`src/design/pptjc_cfg.svh`:
```
`ifndef PPTJC_CFG_SVH
`define PPTJC_CFG_SVH
`define PJ_CLK_NS 10
`define PJ_T1US_NS 1000
`define PJ_T10US_NS 10000
`define PJ_T100US_NS 100000
`define PJ_T1MS_NS 1000000
`define PJ_A_CTRL 8'h00
`define PJ_A_CODE 8'h04
`define PJ_A_VAL 8'h08
`define PJ_A_DUTY 8'h0c
`define PJ_A_CHAN 8'h10
`define PJ_A_RES 8'h14
`define PJ_A_STAT 8'h18
`define PJ_B_GATE 0
`define PJ_B_REQ 1
`define PJ_J_NOP 8'h00
`define PJ_J_PER 8'h01
`define PJ_J_DLY 8'h02
`define PJ_J_MINP 8'h04
`define PJ_J_CNT1 8'h08
`define PJ_J_CNT2 8'h09
`define PJ_J_PER2 8'h0a
`define PJ_J_TB 8'h0b
`define PJ_J_ATT 8'h0c
`define PJ_J_RD 8'h80
`define PJ_S_OK 16'h0000
`define PJ_S_PER_LO 16'h0411
`define PJ_S_PER_HI 16'h0412
`define PJ_S_DLY_LO 16'h0421
`define PJ_S_DLY_HI 16'h0422
`define PJ_S_MINP_LO 16'h0431
`define PJ_S_MINP_HI 16'h0432
`define PJ_S_CNT_LO 16'h0441
`define PJ_S_CNT_HI 16'h0442
`define PJ_S_TB 16'h0451
`define PJ_S_ATT 16'h0461
`define PJ_S_BAD 16'h04ff
`define PJ_S_PARM 16'h8001
`define PJ_S_CHAN 16'h8009
`define PJ_DUTY_MAX 16'd1000
`define PJ_CNT_MAX 8388607
`define PJ_U16_MAX 65535
`define PJ_MAX_CH 3
`define PJ_TB_MAXV 3
`define PJ_TB_100US 2'h0
`define PJ_TB_1MS 2'h1
`define PJ_TB_1US 2'h2
`define PJ_TB_10US 2'h3
`define PJ_PER_MIN_1MS 1
`define PJ_PER_MAX_1MS 87
`define PJ_PER_MIN_100US 1
`define PJ_PER_MAX_100US 870
`define PJ_PER_MIN_10US 2
`define PJ_PER_MAX_10US 8700
`define PJ_PER_MIN_1US 20
`define PJ_PER_MAX_1US 65535
`define PJ_MINP_MIN_1US 5
`define PJ_RST_TB 2'h1
`define PJ_RST_PER 16'h000a
`endif

```
`src/design/pptjc_pkg.sv`:
```
package pptjc_pkg;
	typedef enum logic [1:0] {OUT_IDLE, OUT_DELAY, OUT_RUN} pptjc_out_type;
	typedef struct packed {
		logic [15:0] code;
		logic [12:0] rsv;
		logic err;
		logic done;
		logic active;
	} pptjc_status_type;
	typedef struct packed {
		logic [7:0] addr;
		logic [31:0] data;
		logic [3:0] strb;
	} pptjc_wr_type;
endpackage

```
`src/design/pptjc_top.sv`:
```
`timescale 1ns/1ps
`include "pptjc_cfg.svh"
// Notes on behaviour
// - Job 01h loads the PWM and first train period.
// - Job 02h loads the on-delay.
// - Job 04h loads the minimum pulse duration.
// - Job done reads low while a job runs, high once finished.
// - A failed job sets the error flag and a cause code.
// - Gate rise with a job starts output; active stays until gate clears or a train completes.
// - Duty factor may change at any time while PWM runs.
// - New period and minimum pulse values apply at the next period start, new duty too except in the second train; a begun period completes.
// - Gate low stops the pulse output at once.
// - Read jobs return their value in the result word at offset 20.
// - Job 08h loads the first train pulse count.
// - Job 09h loads the second train pulse count.
// - Job 0Ah loads the second train period.
// - Train start emits job one, then job two if defined.
// - Train active stays high until count done or gate cleared.
// - Job 0Ch attaches job two only to a sole running job one, else 0461h.
// - At most two train jobs run back to back.
// - Codes 0000h ok, 041xh..045xh for range errors of each value.
// - 8009h for channel above 3, 8001h above available channels.
// - Nonzero first pulse count selects train mode, else PWM.
// - Pulse length is duty per mille of the period, duty clamped 0..1000.
// - Job 0Bh selects time base 0.1 ms, 1 ms, 1 us or 10 us.
// - On-delay changes apply at the next gate rise, time base changes at once; period and minimum pulse changes at the next period start.
module pptjc_top #(
	parameter int unsigned NUM_CH = 4,
	parameter int unsigned TB_1MS_CYC = `PJ_T1MS_NS / `PJ_CLK_NS,
	parameter int unsigned TB_100US_CYC = `PJ_T100US_NS / `PJ_CLK_NS
) (
	input wire logic clk_i,
	input wire logic rst_b_i,
	input wire logic [7:0] awaddr_i,
	input wire logic awvalid_i,
	output logic awready_o,
	input wire logic [31:0] wdata_i,
	input wire logic [3:0] wstrb_i,
	input wire logic wvalid_i,
	output logic wready_o,
	output logic [1:0] bresp_o,
	output logic bvalid_o,
	input wire logic bready_i,
	input wire logic [7:0] araddr_i,
	input wire logic arvalid_i,
	output logic arready_o,
	output logic [31:0] rdata_o,
	output logic [1:0] rresp_o,
	output logic rvalid_o,
	input wire logic rready_i,
	output logic pulse_o,
	output logic output_active_o,
	output logic job_done_o
);
	import pptjc_pkg::*;
	localparam int unsigned TB_10US_CYC = `PJ_T10US_NS / `PJ_CLK_NS;
	localparam int unsigned TB_1US_CYC = `PJ_T1US_NS / `PJ_CLK_NS;

	logic gate_r, req_r, gate_q_r, req_q_r, busy_r, gate_armed_r, err_r;
	logic phase2_r, train_r, second_pend_r, pulse_r;
	logic aw_hold_r, w_hold_r, bvalid_r, rvalid_r;
	logic [1:0] bresp_r, rresp_r, tb_r;
	logic [7:0] code_r;
	logic [31:0] val_r, result_r, rdata_r, wr_word;
	logic [15:0] duty_r, chan_r, stat_r, jst_nxt, val_lo;
	logic [15:0] per1_r, per2_r, dly_r, dly_act_r, minp_r;
	logic [15:0] per_act_r, high_act_r, cnt_r, duty2_r;
	logic [22:0] cnt1_r, cnt2_r, remain_r, val_cnt;
	logic [16:0] div_r;
	logic signed [31:0] sval;
	logic req_rise, gate_rise, tick, per_end, start, wr_go, wr_ok, attach_ok;
	pptjc_out_type st_r;
	pptjc_status_type sts;
	pptjc_wr_type wr_r;

	function automatic logic [16:0] tb_cyc(input logic [1:0] tb);
		case (tb)
		`PJ_TB_100US: tb_cyc = 17'(TB_100US_CYC);
		`PJ_TB_1MS: tb_cyc = 17'(TB_1MS_CYC);
		`PJ_TB_1US: tb_cyc = 17'(TB_1US_CYC);
		default: tb_cyc = 17'(TB_10US_CYC);
		endcase
	endfunction

	function automatic int per_min(input logic [1:0] tb);
		case (tb)
		`PJ_TB_100US: per_min = `PJ_PER_MIN_100US;
		`PJ_TB_1MS: per_min = `PJ_PER_MIN_1MS;
		`PJ_TB_1US: per_min = `PJ_PER_MIN_1US;
		default: per_min = `PJ_PER_MIN_10US;
		endcase
	endfunction

	function automatic int per_max(input logic [1:0] tb);
		case (tb)
		`PJ_TB_100US: per_max = `PJ_PER_MAX_100US;
		`PJ_TB_1MS: per_max = `PJ_PER_MAX_1MS;
		`PJ_TB_1US: per_max = `PJ_PER_MAX_1US;
		default: per_max = `PJ_PER_MAX_10US;
		endcase
	endfunction

	// A negative duty reads as zero, anything above full scale as full scale.
	function automatic logic [15:0] dclamp(input logic [15:0] d);
		if (d[15])
			dclamp = 16'h0;
		else if (d > `PJ_DUTY_MAX)
			dclamp = `PJ_DUTY_MAX;
		else
			dclamp = d;
	endfunction

	// Pulses shorter than the minimum duration are suppressed.
	function automatic logic [15:0] high_of(input logic [15:0] per, input logic [15:0] d,
		input logic [15:0] minp);
		logic [31:0] h;
		h = (32'(d) * 32'(per)) / 32'(`PJ_DUTY_MAX);
		high_of = (h[15:0] < minp) ? 16'h0 : h[15:0];
	endfunction

	function automatic logic [31:0] reg_rd(input logic [7:0] a);
		case (a)
		`PJ_A_CTRL: reg_rd = {30'h0, req_r, gate_r};
		`PJ_A_CODE: reg_rd = {24'h0, code_r};
		`PJ_A_VAL: reg_rd = val_r;
		`PJ_A_DUTY: reg_rd = {16'h0, duty_r};
		`PJ_A_CHAN: reg_rd = {16'h0, chan_r};
		`PJ_A_RES: reg_rd = result_r;
		`PJ_A_STAT: reg_rd = sts;
		default: reg_rd = 32'h0;
		endcase
	endfunction

	assign sval = val_r;
	assign val_lo = val_r[15:0];
	assign val_cnt = val_r[22:0];
	assign req_rise = req_r && !req_q_r;
	assign gate_rise = gate_r && !gate_q_r;
	assign attach_ok = st_r != OUT_IDLE && train_r && !phase2_r && !second_pend_r;
	assign start = busy_r && gate_r && gate_armed_r && st_r == OUT_IDLE && code_r != `PJ_J_ATT
		&& jst_nxt == `PJ_S_OK;
	assign tick = div_r >= tb_cyc(tb_r) - 17'h1;
	assign per_end = tick && st_r == OUT_RUN && cnt_r >= per_act_r - 16'h1;
	assign sts = '{code: stat_r, rsv: 13'h0, err: err_r, done: !busy_r,
		active: st_r != OUT_IDLE};
	assign output_active_o = sts.active;
	assign job_done_o = sts.done;
	assign pulse_o = pulse_r;

	// Register slave: address and data are held until both have arrived.
	assign awready_o = !aw_hold_r && !bvalid_r;
	assign wready_o = !w_hold_r && !bvalid_r;
	assign wr_go = aw_hold_r && w_hold_r && !bvalid_r;
	assign wr_ok = wr_r.addr <= `PJ_A_CHAN && wr_r.addr[1:0] == 2'h0;
	assign bvalid_o = bvalid_r;
	assign bresp_o = bresp_r;
	assign arready_o = !rvalid_r;
	assign rvalid_o = rvalid_r;
	assign rdata_o = rdata_r;
	assign rresp_o = rresp_r;

	always_comb
	begin
		wr_word = reg_rd(wr_r.addr);
		for (int i = 0; i < 4; i++)
			if (wr_r.strb[i])
				wr_word[8*i +: 8] = wr_r.data[8*i +: 8];
	end

	always_ff @(posedge clk_i)
	begin
		if (!rst_b_i)
		begin
			aw_hold_r <= 1'b0;
			w_hold_r <= 1'b0;
			bvalid_r <= 1'b0;
			bresp_r <= 2'h0;
			wr_r <= '0;
		end
		else
		begin
			if (awvalid_i && awready_o)
			begin
				aw_hold_r <= 1'b1;
				wr_r.addr <= awaddr_i;
			end
			if (wvalid_i && wready_o)
			begin
				w_hold_r <= 1'b1;
				wr_r.data <= wdata_i;
				wr_r.strb <= wstrb_i;
			end
			if (wr_go)
			begin
				aw_hold_r <= 1'b0;
				w_hold_r <= 1'b0;
				bvalid_r <= 1'b1;
				bresp_r <= wr_ok ? 2'h0 : 2'h2;
			end
			else if (bvalid_r && bready_i)
				bvalid_r <= 1'b0;
		end
	end

	always_ff @(posedge clk_i)
	begin
		if (!rst_b_i)
		begin
			rvalid_r <= 1'b0;
			rdata_r <= 32'h0;
			rresp_r <= 2'h0;
		end
		else if (arvalid_i && arready_o)
		begin
			rvalid_r <= 1'b1;
			rdata_r <= reg_rd(araddr_i);
			rresp_r <= (araddr_i <= `PJ_A_STAT && araddr_i[1:0] == 2'h0) ? 2'h0 : 2'h2;
		end
		else if (rvalid_r && rready_i)
			rvalid_r <= 1'b0;
	end

	always_ff @(posedge clk_i)
	begin
		if (!rst_b_i)
		begin
			gate_r <= 1'b0;
			req_r <= 1'b0;
			code_r <= 8'h0;
			val_r <= 32'h0;
			duty_r <= 16'h0;
			chan_r <= 16'h0;
		end
		else if (wr_go && wr_ok)
			case (wr_r.addr)
			`PJ_A_CTRL:
			begin
				gate_r <= wr_word[`PJ_B_GATE];
				req_r <= wr_word[`PJ_B_REQ];
			end
			`PJ_A_CODE: code_r <= wr_word[7:0];
			`PJ_A_VAL: val_r <= wr_word;
			`PJ_A_DUTY: duty_r <= wr_word[15:0];
			default: chan_r <= wr_word[15:0];
			endcase
	end

	// A job runs for exactly one cycle after its request edge.
	always_ff @(posedge clk_i)
	begin
		if (!rst_b_i)
		begin
			req_q_r <= 1'b0;
			gate_q_r <= 1'b0;
			busy_r <= 1'b0;
			gate_armed_r <= 1'b0;
			dly_act_r <= 16'h0;
		end
		else
		begin
			req_q_r <= req_r;
			gate_q_r <= gate_r;
			busy_r <= req_rise && !busy_r;
			if (!gate_r)
				gate_armed_r <= 1'b0;
			else if (gate_rise)
				gate_armed_r <= 1'b1;
			else if (start)
				gate_armed_r <= 1'b0;
			if (gate_rise)
				dly_act_r <= dly_r;
		end
	end

	always_comb
	begin
		jst_nxt = `PJ_S_OK;
		if ($signed(chan_r) < 0 || $signed(chan_r) > `PJ_MAX_CH)
			jst_nxt = `PJ_S_CHAN;
		else if (32'(chan_r) >= NUM_CH)
			jst_nxt = `PJ_S_PARM;
		else
			case (code_r)
			`PJ_J_PER, `PJ_J_PER2:
				if (sval < per_min(tb_r))
					jst_nxt = `PJ_S_PER_LO;
				else if (sval > per_max(tb_r))
					jst_nxt = `PJ_S_PER_HI;
			`PJ_J_DLY:
				if (sval < 0)
					jst_nxt = `PJ_S_DLY_LO;
				else if (sval > `PJ_U16_MAX)
					jst_nxt = `PJ_S_DLY_HI;
			`PJ_J_MINP:
				if (sval < ((tb_r == `PJ_TB_1US) ? `PJ_MINP_MIN_1US : 0))
					jst_nxt = `PJ_S_MINP_LO;
				else if (sval > $signed({17'h0, per1_r[15:1]}))
					jst_nxt = `PJ_S_MINP_HI;
			`PJ_J_CNT1, `PJ_J_CNT2:
				if (sval < 0)
					jst_nxt = `PJ_S_CNT_LO;
				else if (sval > `PJ_CNT_MAX)
					jst_nxt = `PJ_S_CNT_HI;
			`PJ_J_TB:
				if (sval < 0 || sval > `PJ_TB_MAXV)
					jst_nxt = `PJ_S_TB;
			`PJ_J_ATT:
				if (!attach_ok)
					jst_nxt = `PJ_S_ATT;
			`PJ_J_NOP, `PJ_J_RD | `PJ_J_PER, `PJ_J_RD | `PJ_J_DLY, `PJ_J_RD | `PJ_J_MINP,
			`PJ_J_RD | `PJ_J_CNT1, `PJ_J_RD | `PJ_J_CNT2, `PJ_J_RD | `PJ_J_PER2,
			`PJ_J_RD | `PJ_J_TB: ;
			default: jst_nxt = `PJ_S_BAD;
			endcase
	end

	always_ff @(posedge clk_i)
	begin
		if (!rst_b_i)
		begin
			per1_r <= `PJ_RST_PER;
			per2_r <= `PJ_RST_PER;
			dly_r <= 16'h0;
			minp_r <= 16'h0;
			cnt1_r <= 23'h0;
			cnt2_r <= 23'h0;
			tb_r <= `PJ_RST_TB;
			stat_r <= `PJ_S_OK;
			err_r <= 1'b0;
			result_r <= 32'h0;
		end
		else if (busy_r)
		begin
			stat_r <= jst_nxt;
			err_r <= jst_nxt != `PJ_S_OK;
			if (jst_nxt == `PJ_S_OK)
				case (code_r)
				`PJ_J_PER: per1_r <= val_lo;
				`PJ_J_DLY: dly_r <= val_lo;
				`PJ_J_MINP: minp_r <= val_lo;
				`PJ_J_CNT1: cnt1_r <= val_cnt;
				`PJ_J_CNT2: cnt2_r <= val_cnt;
				`PJ_J_PER2: per2_r <= val_lo;
				`PJ_J_TB: tb_r <= val_r[1:0];
				`PJ_J_RD | `PJ_J_PER: result_r <= {16'h0, per1_r};
				`PJ_J_RD | `PJ_J_DLY: result_r <= {16'h0, dly_r};
				`PJ_J_RD | `PJ_J_MINP: result_r <= {16'h0, minp_r};
				`PJ_J_RD | `PJ_J_CNT1: result_r <= {9'h0, cnt1_r};
				`PJ_J_RD | `PJ_J_CNT2: result_r <= {9'h0, cnt2_r};
				`PJ_J_RD | `PJ_J_PER2: result_r <= {16'h0, per2_r};
				`PJ_J_RD | `PJ_J_TB: result_r <= {30'h0, tb_r};
				default: ;
				endcase
		end
	end

	// Output engine: period values are latched only at a period start.
	always_ff @(posedge clk_i)
	begin
		if (!rst_b_i)
		begin
			st_r <= OUT_IDLE;
			phase2_r <= 1'b0;
			train_r <= 1'b0;
			second_pend_r <= 1'b0;
			div_r <= 17'h0;
			cnt_r <= 16'h0;
			per_act_r <= `PJ_RST_PER;
			high_act_r <= 16'h0;
			remain_r <= 23'h0;
			duty2_r <= 16'h0;
		end
		else if (!gate_r)
		begin
			st_r <= OUT_IDLE;
			phase2_r <= 1'b0;
		end
		else if (start)
		begin
			train_r <= cnt1_r != 23'h0;
			remain_r <= cnt1_r;
			second_pend_r <= cnt2_r != 23'h0;
			phase2_r <= 1'b0;
			duty2_r <= dclamp(duty_r);
			div_r <= 17'h0;
			cnt_r <= 16'h0;
			per_act_r <= per1_r;
			high_act_r <= high_of(per1_r, dclamp(duty_r), minp_r);
			st_r <= (dly_act_r == 16'h0) ? OUT_RUN : OUT_DELAY;
		end
		else
		begin
			if (busy_r && code_r == `PJ_J_ATT && jst_nxt == `PJ_S_OK)
			begin
				second_pend_r <= 1'b1;
				duty2_r <= dclamp(duty_r);
			end
			div_r <= tick ? 17'h0 : div_r + 17'h1;
			if (st_r == OUT_DELAY && tick)
			begin
				cnt_r <= cnt_r + 16'h1;
				if (cnt_r >= dly_act_r - 16'h1)
				begin
					st_r <= OUT_RUN;
					cnt_r <= 16'h0;
					per_act_r <= per1_r;
					high_act_r <= high_of(per1_r, dclamp(duty_r), minp_r);
				end
			end
			else if (per_end)
			begin
				cnt_r <= 16'h0;
				remain_r <= remain_r - 23'h1;
				if (train_r && remain_r <= 23'h1)
				begin
					if (!phase2_r && second_pend_r)
					begin
						phase2_r <= 1'b1;
						remain_r <= cnt2_r;
						per_act_r <= per2_r;
						high_act_r <= high_of(per2_r, duty2_r, minp_r);
					end
					else
						st_r <= OUT_IDLE;
				end
				else if (phase2_r)
				begin
					per_act_r <= per2_r;
					high_act_r <= high_of(per2_r, duty2_r, minp_r);
				end
				else
				begin
					per_act_r <= per1_r;
					high_act_r <= high_of(per1_r, dclamp(duty_r), minp_r);
				end
			end
			else if (st_r == OUT_RUN && tick)
				cnt_r <= cnt_r + 16'h1;
		end
	end

	always_ff @(posedge clk_i)
	begin
		if (!rst_b_i)
			pulse_r <= 1'b0;
		else
			pulse_r <= gate_r && st_r == OUT_RUN && cnt_r < high_act_r;
	end
endmodule // pptjc_top

```
`src/tb/pptjc_ctrl_model.sv`:
```
`timescale 1ns/1ps
`include "pptjc_cfg.svh"
// Controlling program: an AXI4-Lite master plus the job request sequence.
module pptjc_ctrl_model (
	input wire logic clk_i,
	output logic [7:0] awaddr_o,
	output logic awvalid_o,
	input wire logic awready_i,
	output logic [31:0] wdata_o,
	output logic [3:0] wstrb_o,
	output logic wvalid_o,
	input wire logic wready_i,
	input wire logic [1:0] bresp_i,
	input wire logic bvalid_i,
	output logic bready_o,
	output logic [7:0] araddr_o,
	output logic arvalid_o,
	input wire logic arready_i,
	input wire logic [31:0] rdata_i,
	input wire logic [1:0] rresp_i,
	input wire logic rvalid_i,
	output logic rready_o,
	input wire logic job_done_i
);
	initial
	begin
		{awaddr_o, araddr_o, wdata_o} = '0;
		{awvalid_o, wvalid_o, bready_o, arvalid_o, rready_o} = '0;
		wstrb_o = 4'hf;
	end

	// Released address and data lines carry the inverse so stale values cannot match.
	task automatic wr(input logic [7:0] a, input logic [31:0] d, output logic [1:0] r);
		logic aw_t;
		logic w_t;
		aw_t = 1'b0;
		w_t = 1'b0;
		@(posedge clk_i);
		awaddr_o <= a;
		wdata_o <= d;
		awvalid_o <= 1'b1;
		wvalid_o <= 1'b1;
		bready_o <= 1'b1;
		while (!(aw_t && w_t))
		begin
			@(posedge clk_i);
			if (!aw_t && awready_i)
			begin
				aw_t = 1'b1;
				awvalid_o <= 1'b0;
				awaddr_o <= ~a;
			end
			if (!w_t && wready_i)
			begin
				w_t = 1'b1;
				wvalid_o <= 1'b0;
				wdata_o <= ~d;
			end
		end
		do
			@(posedge clk_i);
		while (!bvalid_i);
		r = bresp_i;
		bready_o <= 1'b0;
	endtask

	task automatic rd(input logic [7:0] a, output logic [31:0] d, output logic [1:0] r);
		@(posedge clk_i);
		araddr_o <= a;
		arvalid_o <= 1'b1;
		rready_o <= 1'b1;
		do
			@(posedge clk_i);
		while (!arready_i);
		arvalid_o <= 1'b0;
		araddr_o <= ~a;
		while (!rvalid_i)
			@(posedge clk_i);
		d = rdata_i;
		r = rresp_i;
		rready_o <= 1'b0;
	endtask

	task automatic job(input logic [7:0] c, input logic [31:0] v, input logic g,
		output logic [31:0] st);
		logic [1:0] r;
		wr(`PJ_A_CODE, {24'h0, c}, r);
		wr(`PJ_A_VAL, v, r);
		wr(`PJ_A_CTRL, {30'h0, 1'b1, g}, r);
		wr(`PJ_A_CTRL, {30'h0, 1'b0, g}, r);
		while (!job_done_i)
			@(posedge clk_i);
		rd(`PJ_A_STAT, st, r);
	endtask
endmodule // pptjc_ctrl_model

```
`src/tb/tb.sv`:
```
`timescale 1ns/1ps
`include "pptjc_cfg.svh"
module tb;
	typedef struct packed {
		logic [7:0] code;
		logic [31:0] val;
		logic [15:0] chan;
		logic [15:0] st;
	} pptjc_row_type;
	localparam int NROWS = 29;
	logic clk_i;
	logic rst_b_i;
	logic [7:0] awaddr, araddr;
	logic awvalid, awready, wvalid, wready, bvalid, bready, arvalid, arready, rvalid, rready;
	logic [31:0] wdata, rdata, st;
	logic [3:0] wstrb;
	logic [1:0] bresp, rresp, r;
	logic pulse_o, output_active_o, job_done_o, pulse_q;
	int mismatches = 0, checks_done = 0, highs = 0, rises = 0, lows = 0, h0, n;
	pptjc_row_type rows [NROWS];
	logic [7:0] rd_code [7] = '{8'h81, 8'h82, 8'h84, 8'h88, 8'h89, 8'h8a, 8'h8b};
	logic [31:0] rd_exp [7] = '{32'(`PJ_RST_PER), 32'h0, 32'h0, 32'h0, 32'h0, 32'(`PJ_RST_PER),
		32'(`PJ_RST_TB)};

	pptjc_top #(.NUM_CH(2), .TB_1MS_CYC(50), .TB_100US_CYC(20)) u_dut (.clk_i(clk_i),
		.rst_b_i(rst_b_i), .awaddr_i(awaddr), .awvalid_i(awvalid), .awready_o(awready),
		.wdata_i(wdata), .wstrb_i(wstrb), .wvalid_i(wvalid), .wready_o(wready),
		.bresp_o(bresp), .bvalid_o(bvalid), .bready_i(bready), .araddr_i(araddr),
		.arvalid_i(arvalid), .arready_o(arready), .rdata_o(rdata), .rresp_o(rresp),
		.rvalid_o(rvalid), .rready_i(rready), .pulse_o(pulse_o),
		.output_active_o(output_active_o), .job_done_o(job_done_o));

	pptjc_ctrl_model u_host (.clk_i(clk_i), .awaddr_o(awaddr), .awvalid_o(awvalid),
		.awready_i(awready), .wdata_o(wdata), .wstrb_o(wstrb), .wvalid_o(wvalid),
		.wready_i(wready), .bresp_i(bresp), .bvalid_i(bvalid), .bready_o(bready),
		.araddr_o(araddr), .arvalid_o(arvalid), .arready_i(arready), .rdata_i(rdata),
		.rresp_i(rresp), .rvalid_i(rvalid), .rready_o(rready), .job_done_i(job_done_o));

	initial
	begin
		clk_i = 1'b0;
		forever #5 clk_i = ~clk_i;
	end

	always @(posedge clk_i)
	begin
		pulse_q <= pulse_o;
		if (pulse_o)
			highs <= highs + 1;
		if (pulse_o && !pulse_q)
			rises <= rises + 1;
		if (!job_done_o)
			lows <= lows + 1;
	end

	task automatic chk(input logic [31:0] g, input logic [31:0] e);
		checks_done++;
		if (g !== e)
		begin
			mismatches++;
			$display("wrong value at %0t: got %h, expected %h", $time, g, e);
		end
	endtask

	task automatic end_of_test;
		$display("comparisons %0d, mismatches %0d", checks_done, mismatches);
		if (mismatches == 0 && checks_done > 0)
			$display("No errors found");
		else
			$display("Errors were found");
		$finish;
	endtask

	// Counts pulse_o high cycles over two whole periods of 4 ticks at 50 clocks.
	task automatic duty_window(input int exp_high);
		repeat (300) @(posedge clk_i);
		h0 = highs;
		repeat (400) @(posedge clk_i);
		chk(highs - h0, exp_high);
	endtask

	task automatic train_run(input int exp_rises);
		n = 0;
		while (output_active_o && n < 3000)
		begin
			@(posedge clk_i);
			n++;
		end
		chk(rises - h0, exp_rises);
		chk(output_active_o, 0);
		u_host.wr(`PJ_A_CTRL, 32'h0, r);
	endtask

	initial
	begin
		#400us;
		mismatches++;
		end_of_test();
	end

	initial
	begin
		rows = '{'{8'h01, 32'd5, 16'd0, 16'h0000}, '{8'h01, 32'd0, 16'd0, 16'h0411},
			'{8'h01, 32'd88, 16'd0, 16'h0412}, '{8'h0a, 32'd0, 16'd0, 16'h0411},
			'{8'h0a, 32'd88, 16'd0, 16'h0412}, '{8'h02, -32'sd1, 16'd0, 16'h0421},
			'{8'h02, 32'd65536, 16'd0, 16'h0422}, '{8'h02, 32'd0, 16'd0, 16'h0000},
			'{8'h04, -32'sd1, 16'd0, 16'h0431}, '{8'h04, 32'd3, 16'd0, 16'h0432},
			'{8'h04, 32'd1, 16'd0, 16'h0000}, '{8'h08, -32'sd1, 16'd0, 16'h0441},
			'{8'h08, 32'd8388608, 16'd0, 16'h0442}, '{8'h08, 32'd0, 16'd0, 16'h0000},
			'{8'h09, 32'd0, 16'd0, 16'h0000}, '{8'h0b, 32'd4, 16'd0, 16'h0451},
			'{8'h0b, 32'd2, 16'd0, 16'h0000}, '{8'h01, 32'd19, 16'd0, 16'h0411},
			'{8'h0b, 32'd3, 16'd0, 16'h0000}, '{8'h01, 32'd1, 16'd0, 16'h0411},
			'{8'h0b, 32'd0, 16'd0, 16'h0000}, '{8'h01, 32'd871, 16'd0, 16'h0412},
			'{8'h0b, 32'd1, 16'd0, 16'h0000}, '{8'h05, 32'd0, 16'd0, 16'h04ff},
			'{8'h0c, 32'd0, 16'd0, 16'h0461}, '{8'h01, 32'd5, 16'd2, 16'h8001},
			'{8'h01, 32'd5, 16'd4, 16'h8009}, '{8'h01, 32'd5, 16'hffff, 16'h8009},
			'{8'h01, 32'd4, 16'd0, 16'h0000}};
		rst_b_i = 1'b0;
		repeat (5) @(posedge clk_i);
		rst_b_i <= 1'b1;
		@(posedge clk_i);
		chk({pulse_o, output_active_o, job_done_o}, 3'b001);
		u_host.rd(`PJ_A_CTRL, st, r);
		chk(st, 0);
		u_host.rd(8'h1c, st, r);
		chk(r, 2'b10);
		u_host.wr(`PJ_A_RES, 32'h5, r);
		chk(r, 2'b10);
		$display("test reset done");
		for (int i = 0; i < NROWS; i++)
		begin
			u_host.wr(`PJ_A_CHAN, {{16{rows[i].chan[15]}}, rows[i].chan}, r);
			u_host.job(rows[i].code, rows[i].val, 1'b0, st);
			chk(st[31:16], rows[i].st);
			chk(st[2:1], {rows[i].st != 16'h0, 1'b1});
		end
		chk(lows, NROWS);
		u_host.job(8'h81, 32'h0, 1'b0, st);
		u_host.rd(`PJ_A_RES, st, r);
		chk(st, 4);
		$display("test job table done");
		u_host.wr(`PJ_A_DUTY, 32'd500, r);
		u_host.job(8'h01, 32'd4, 1'b1, st);
		chk(output_active_o, 1);
		duty_window(200);
		u_host.wr(`PJ_A_DUTY, 32'd250, r);
		duty_window(100);
		u_host.job(8'h04, 32'd2, 1'b1, st);
		duty_window(0);
		u_host.job(8'h04, 32'd0, 1'b1, st);
		// Above full scale the duty must clamp, or the pulse would outgrow its period.
		u_host.wr(`PJ_A_DUTY, 32'd2000, r);
		repeat (300) @(posedge clk_i);
		chk({pulse_o, output_active_o}, 2'b11);
		u_host.wr(`PJ_A_CTRL, 32'h0, r);
		repeat (2) @(posedge clk_i);
		chk({pulse_o, output_active_o}, 2'b00);
		$display("test pwm done");
		u_host.wr(`PJ_A_DUTY, 32'd500, r);
		u_host.job(8'h08, 32'd3, 1'b0, st);
		u_host.job(8'h0a, 32'd2, 1'b0, st);
		h0 = rises;
		u_host.job(8'h01, 32'd4, 1'b1, st);
		train_run(3);
		u_host.job(8'h09, 32'd2, 1'b0, st);
		h0 = rises;
		u_host.job(8'h01, 32'd4, 1'b1, st);
		train_run(5);
		u_host.job(8'h09, 32'd0, 1'b0, st);
		h0 = rises;
		u_host.job(8'h01, 32'd4, 1'b1, st);
		u_host.job(8'h09, 32'd2, 1'b1, st);
		u_host.job(8'h0c, 32'd0, 1'b1, st);
		chk(st[31:16], 16'h0000);
		u_host.job(8'h0c, 32'd0, 1'b1, st);
		chk(st[31:16], 16'h0461);
		train_run(5);
		$display("test pulse train done");
		u_host.job(8'h02, 32'd2, 1'b0, st);
		u_host.job(8'h01, 32'd4, 1'b1, st);
		chk({pulse_o, output_active_o}, 2'b01);
		repeat (100) @(posedge clk_i);
		chk(pulse_o, 1);
		rst_b_i <= 1'b0;
		repeat (2) @(posedge clk_i);
		rst_b_i <= 1'b1;
		@(posedge clk_i);
		chk({pulse_o, output_active_o, job_done_o}, 3'b001);
		for (int i = 0; i < 7; i++)
		begin
			u_host.job(rd_code[i], 32'h0, 1'b0, st);
			u_host.rd(`PJ_A_RES, st, r);
			chk(st, rd_exp[i]);
		end
		$display("test delay and reset done");
		end_of_test();
	end
endmodule // tb
```
`config.mk`:
```
export PLATFORM = sky130hd
export DESIGN_NAME = pptjc_top
export DESIGN_NICKNAME = d
export VERILOG_FILES = /design/src/design/pptjc_pkg.sv /design/src/design/pptjc_top.sv /design/src/tb/pptjc_ctrl_model.sv /design/src/tb/tb.sv
export VERILOG_INCLUDE_DIRS = /design/src /design/src/design
export SDC_FILE = /design/constraint.sdc
export NUM_CORES = 2
export LEC_CHECK = 0
export BUFFER_PORTS_ARGS = -buffer_cell sky130_fd_sc_hd__buf_2
export CAP_MARGIN = 20
export CORE_MARGIN = 2
export CORE_UTILIZATION = 66
export DETAILED_ROUTE_END_ITERATION = 10
export PLACE_DENSITY = 0.86
export SYNTH_ARGS = -nofsm -noshare
export SYNTH_HDL_FRONTEND = slang
export SYNTH_SLANG_ARGS = --single-unit
export TNS_END_PERCENT = 5
```
`constraint.sdc`:
```
create_clock -name clk_i -period 24.4 [get_ports clk_i]
set_clock_uncertainty 0.15 [all_clocks]
set_input_delay 1.22 -clock clk_i [delete_from_list [all_inputs] [get_ports clk_i]]
set_output_delay 1.22 -clock clk_i [all_outputs]
set_load 0.02 [all_outputs]
```
==> metrics.md <==
| Metric | Value |
|---|---|
| Die Y | `slightly below 300 um` |
| Critical path capture point type | `flip-flop` |
| Starting DRT DRC Count | `between 6000 and 7000` |
| Largest net degree at the start of global routing | `around 130` |
| Slowest-stage cell, CP | `a21boi_1` |
| Distinct cell type count after synthesis | `160` |
| Register area share after synthesis | `between 10% and 20%` |
| Core Area | `80500 um^2` |
| Avg Inst Size Synth | `just under 8 um^2` |
| Layout cell share with drive strength beyond 1 | `12.0%` |
| Startpoint Class | `flip-flop` |
| Residual DRC count | `0` |
| Clock buffer depth | `3` |
| Yosys top cell area share | `about 16%` |
| Min Tclk post-route | `roughly 23000 ps` |
| Yosys Warn Count | `0` |
| Area contributors post-synth | `dfxtp_1 16%, fa_1 13%, ha_1 8.1%` |
| Clk pin slew, worst setup/hold paths | `roughly 70 ps` |
| Hold Crit Class | `flip-flop to flip-flop` |
| Post-synth ARST share | `0%` |
| Crit-path max cell delay | `600 ps` |
| Clk_lat worst skew | `between 600 and 700 ps` |
| # H-tree levels | `2` |
| Initial core utilization | `66.8%` |
| Post-layout util | `73.1%` |
| Worst Setup Path Type | `flip-flop to flip-flop` |
| WL final | `approximately 170 mm` |
| Final setup violating endpoints | `0` |
| Final Hold Viols | `0` |
| Upper clock frequency limit | `approximately 0.043 GHz` |
| FF+latch count, synth | `430` |
| RR Startpoint | `duty_r[12]` |
| HPWL Detailed | `roughly 130 mm` |
| GRT overflow | `0` |
| Most numerous cell in the Yosys netlist | `nand2_1` |
| Slew HR | `between 10% and 20%` |
| Final net count | `7683` |
| CP Max Fanout | `18` |
| Number of synthesized flops with an enable pin | `0` |
| Worst Setup Slack, final | `between 900 and 1000 ps` |
| First-pass GRT wire length | `approximately 270 mm` |
| TritonCTS Sinks | `430` |
| Gpl congestion | `1.02` |
| Rows | `104` |
| Number of detailed-route iterations in the first pass | `9` |
| Dpl ws | `around 280 ps` |
| Mapped Cells | `around 6800` |
| CP Launch Point | `duty_r[12]` |
| Synth cell count leaders | `950 x nand2_1, 530 x inv_1, 430 x dfxtp_1, 387 x nor2_1, 362 x fa_1` |
| Post-synth top area cell | `dfxtp_1` |
| Clk root buf | `clkbuf_16` |
| Total global-route track usage | `approximately 39%` |
| Critical Path AT | `around 24000 ps` |
| Most frequent CP cell | `buf_4` |
| Clock buffers created by TritonCTS | `45` |
| DR vias | `53300` |
| ANT nets after route | `0` |
| Area Growth Syn to Fin | `9.51%` |
| Die area | `roughly 84000 um^2` |
| Status | `complete, no violations` |
| Post-Syn Area | `between 50000 and 60000 um^2` |
| Die W | `289 um` |
| Vias in the first global route | `between 40000 and 50000` |
| CTS tree | `built` |
| Period utilisation layout | `96.3%` |
| Synth Flop Type | `dfxtp_1` |
| Initial antenna violation count | `6` |
| Slew Viols, Final | `0` |
| WL/cell | `21.3 um` |
| Tightest Pin Transition | `approximately 1200 ps` |
| Min-delay src | `req_q_r` |
| Fillers | `between 6000 and 7000` |
| I/O pin cnt | `between 100 and 150` |
| Routed vias/inst | `6.65` |
| CP Data Required Time | `24730 ps` |
| Port Buffer Count | `100` |
| Maxcap violations | `0` |
| Reg-to-reg slack, setup | `approximately 910 ps` |
==> what timing repair did <==
action | CTS | global route
endpoints found under the hold margin | 0 | 0
hold buffers | 0 | 0
resized for setup | 0 | 149
setup endpoints to repair | 0 | 16
setup buffers | 0 | 33
==> placed cells by master (no fill, tap or decap), types with 134 or more instances in the layout <==
master,n
buf_4,271
a21boi_0,189
o21ai_0,271
fa_1,362
nand2_1,949
inv_1,530
mux2i_1,163
and2_1,211
nand3_1,141
nor2b_1,142
ha_1,346
nor3_1,134
a21oi_1,267
dfxtp_1,414
xnor2_1,153
nor2_1,374
==> logic make-up (layout without fill, tap and decap cells) <==
family,count (synthesis),in the layout,share of synthesized area (%)
DFF,430,430,16.0
adders and majority gates,719,719,21.7
other,2,88,0.0140
muxes,201,201,3.95
xor gates and xnor gates,235,235,3.92
and+or+nand+nor,2525,2525,23.1
AOI/OAI and AO/OA,1754,1756,24.4
buffers and inverters,903,1000,6.84
==> layer usage <==
layer	global-route usage (%)	up-vias	wire length (um)	part of all wire, %
met3	7.99	634	18500	11
met4	16.2	4	8660	5.1
met2	62.5	2985	76700	45
met5	0	-	21	0.012
li1	-	24300	-	-
met1	52.5	25400	66400	39
==> state kept, by name (all words and copies together), names as in the netlist, 17 cells and up <==
name / cells
cnt1_r: 23
sval: 32
rdata_o: 32
result_r: 23
remain_r: 23
cnt2_r: 23
wr_r: 44
div_r: 17
==> through the flow <==
step / TNS, ps / cell area (um^2) / instances / hold slack, ps
after floorplan: 0 / 54100 / 6851 / 222
after global routing: -632 / 58900 / 8011 / 254
after detailed placement: 0 / 56100 / 7886 / 234
after CTS: 0 / 57700 / 7969 / 244
final: 0 / 58900 / 8014 / 246
after global placement: 0 / 56100 / 7885 / 227
==> final cells by class <==
cell class                 instances  area [um^2]  area share [%]
multi-input combinational       5520        42600            72.3
sequential                       430         8630            14.7
timing repair buffer             380         2710            4.60
inverter                         537         2020            3.42
tap                             1060         1330            2.25
clock buffer                      57         1240            2.11
clock inverter                    26          355           0.603
antenna                            4         10.0          0.0170
==> path summary, 6_finish.rpt <==
check,end,depth (start not counted)
hold reg to reg,busy_r,1
hold / removal,busy_r,1
setup reg to reg,high_act_r[7],87
setup / recovery,high_act_r[7],87
==> worst max-delay path: cells and delay by family, from the launching register on <==
family                   cells  cell delay, ps
AO/OA/AOI/OAI               40            9900
XOR/XNOR                     2             470
adder cells (fa/ha/maj)      8            3800
buffers and inverters       16            2670
flip-flops                   1             360
multiplexers                 4            1320
AND/OR/NAND/NOR             17            4610
Power is left out: the tool's default activity adds up to more than one toggle a clock period on the data nets, which glitch-free logic cannot reach.
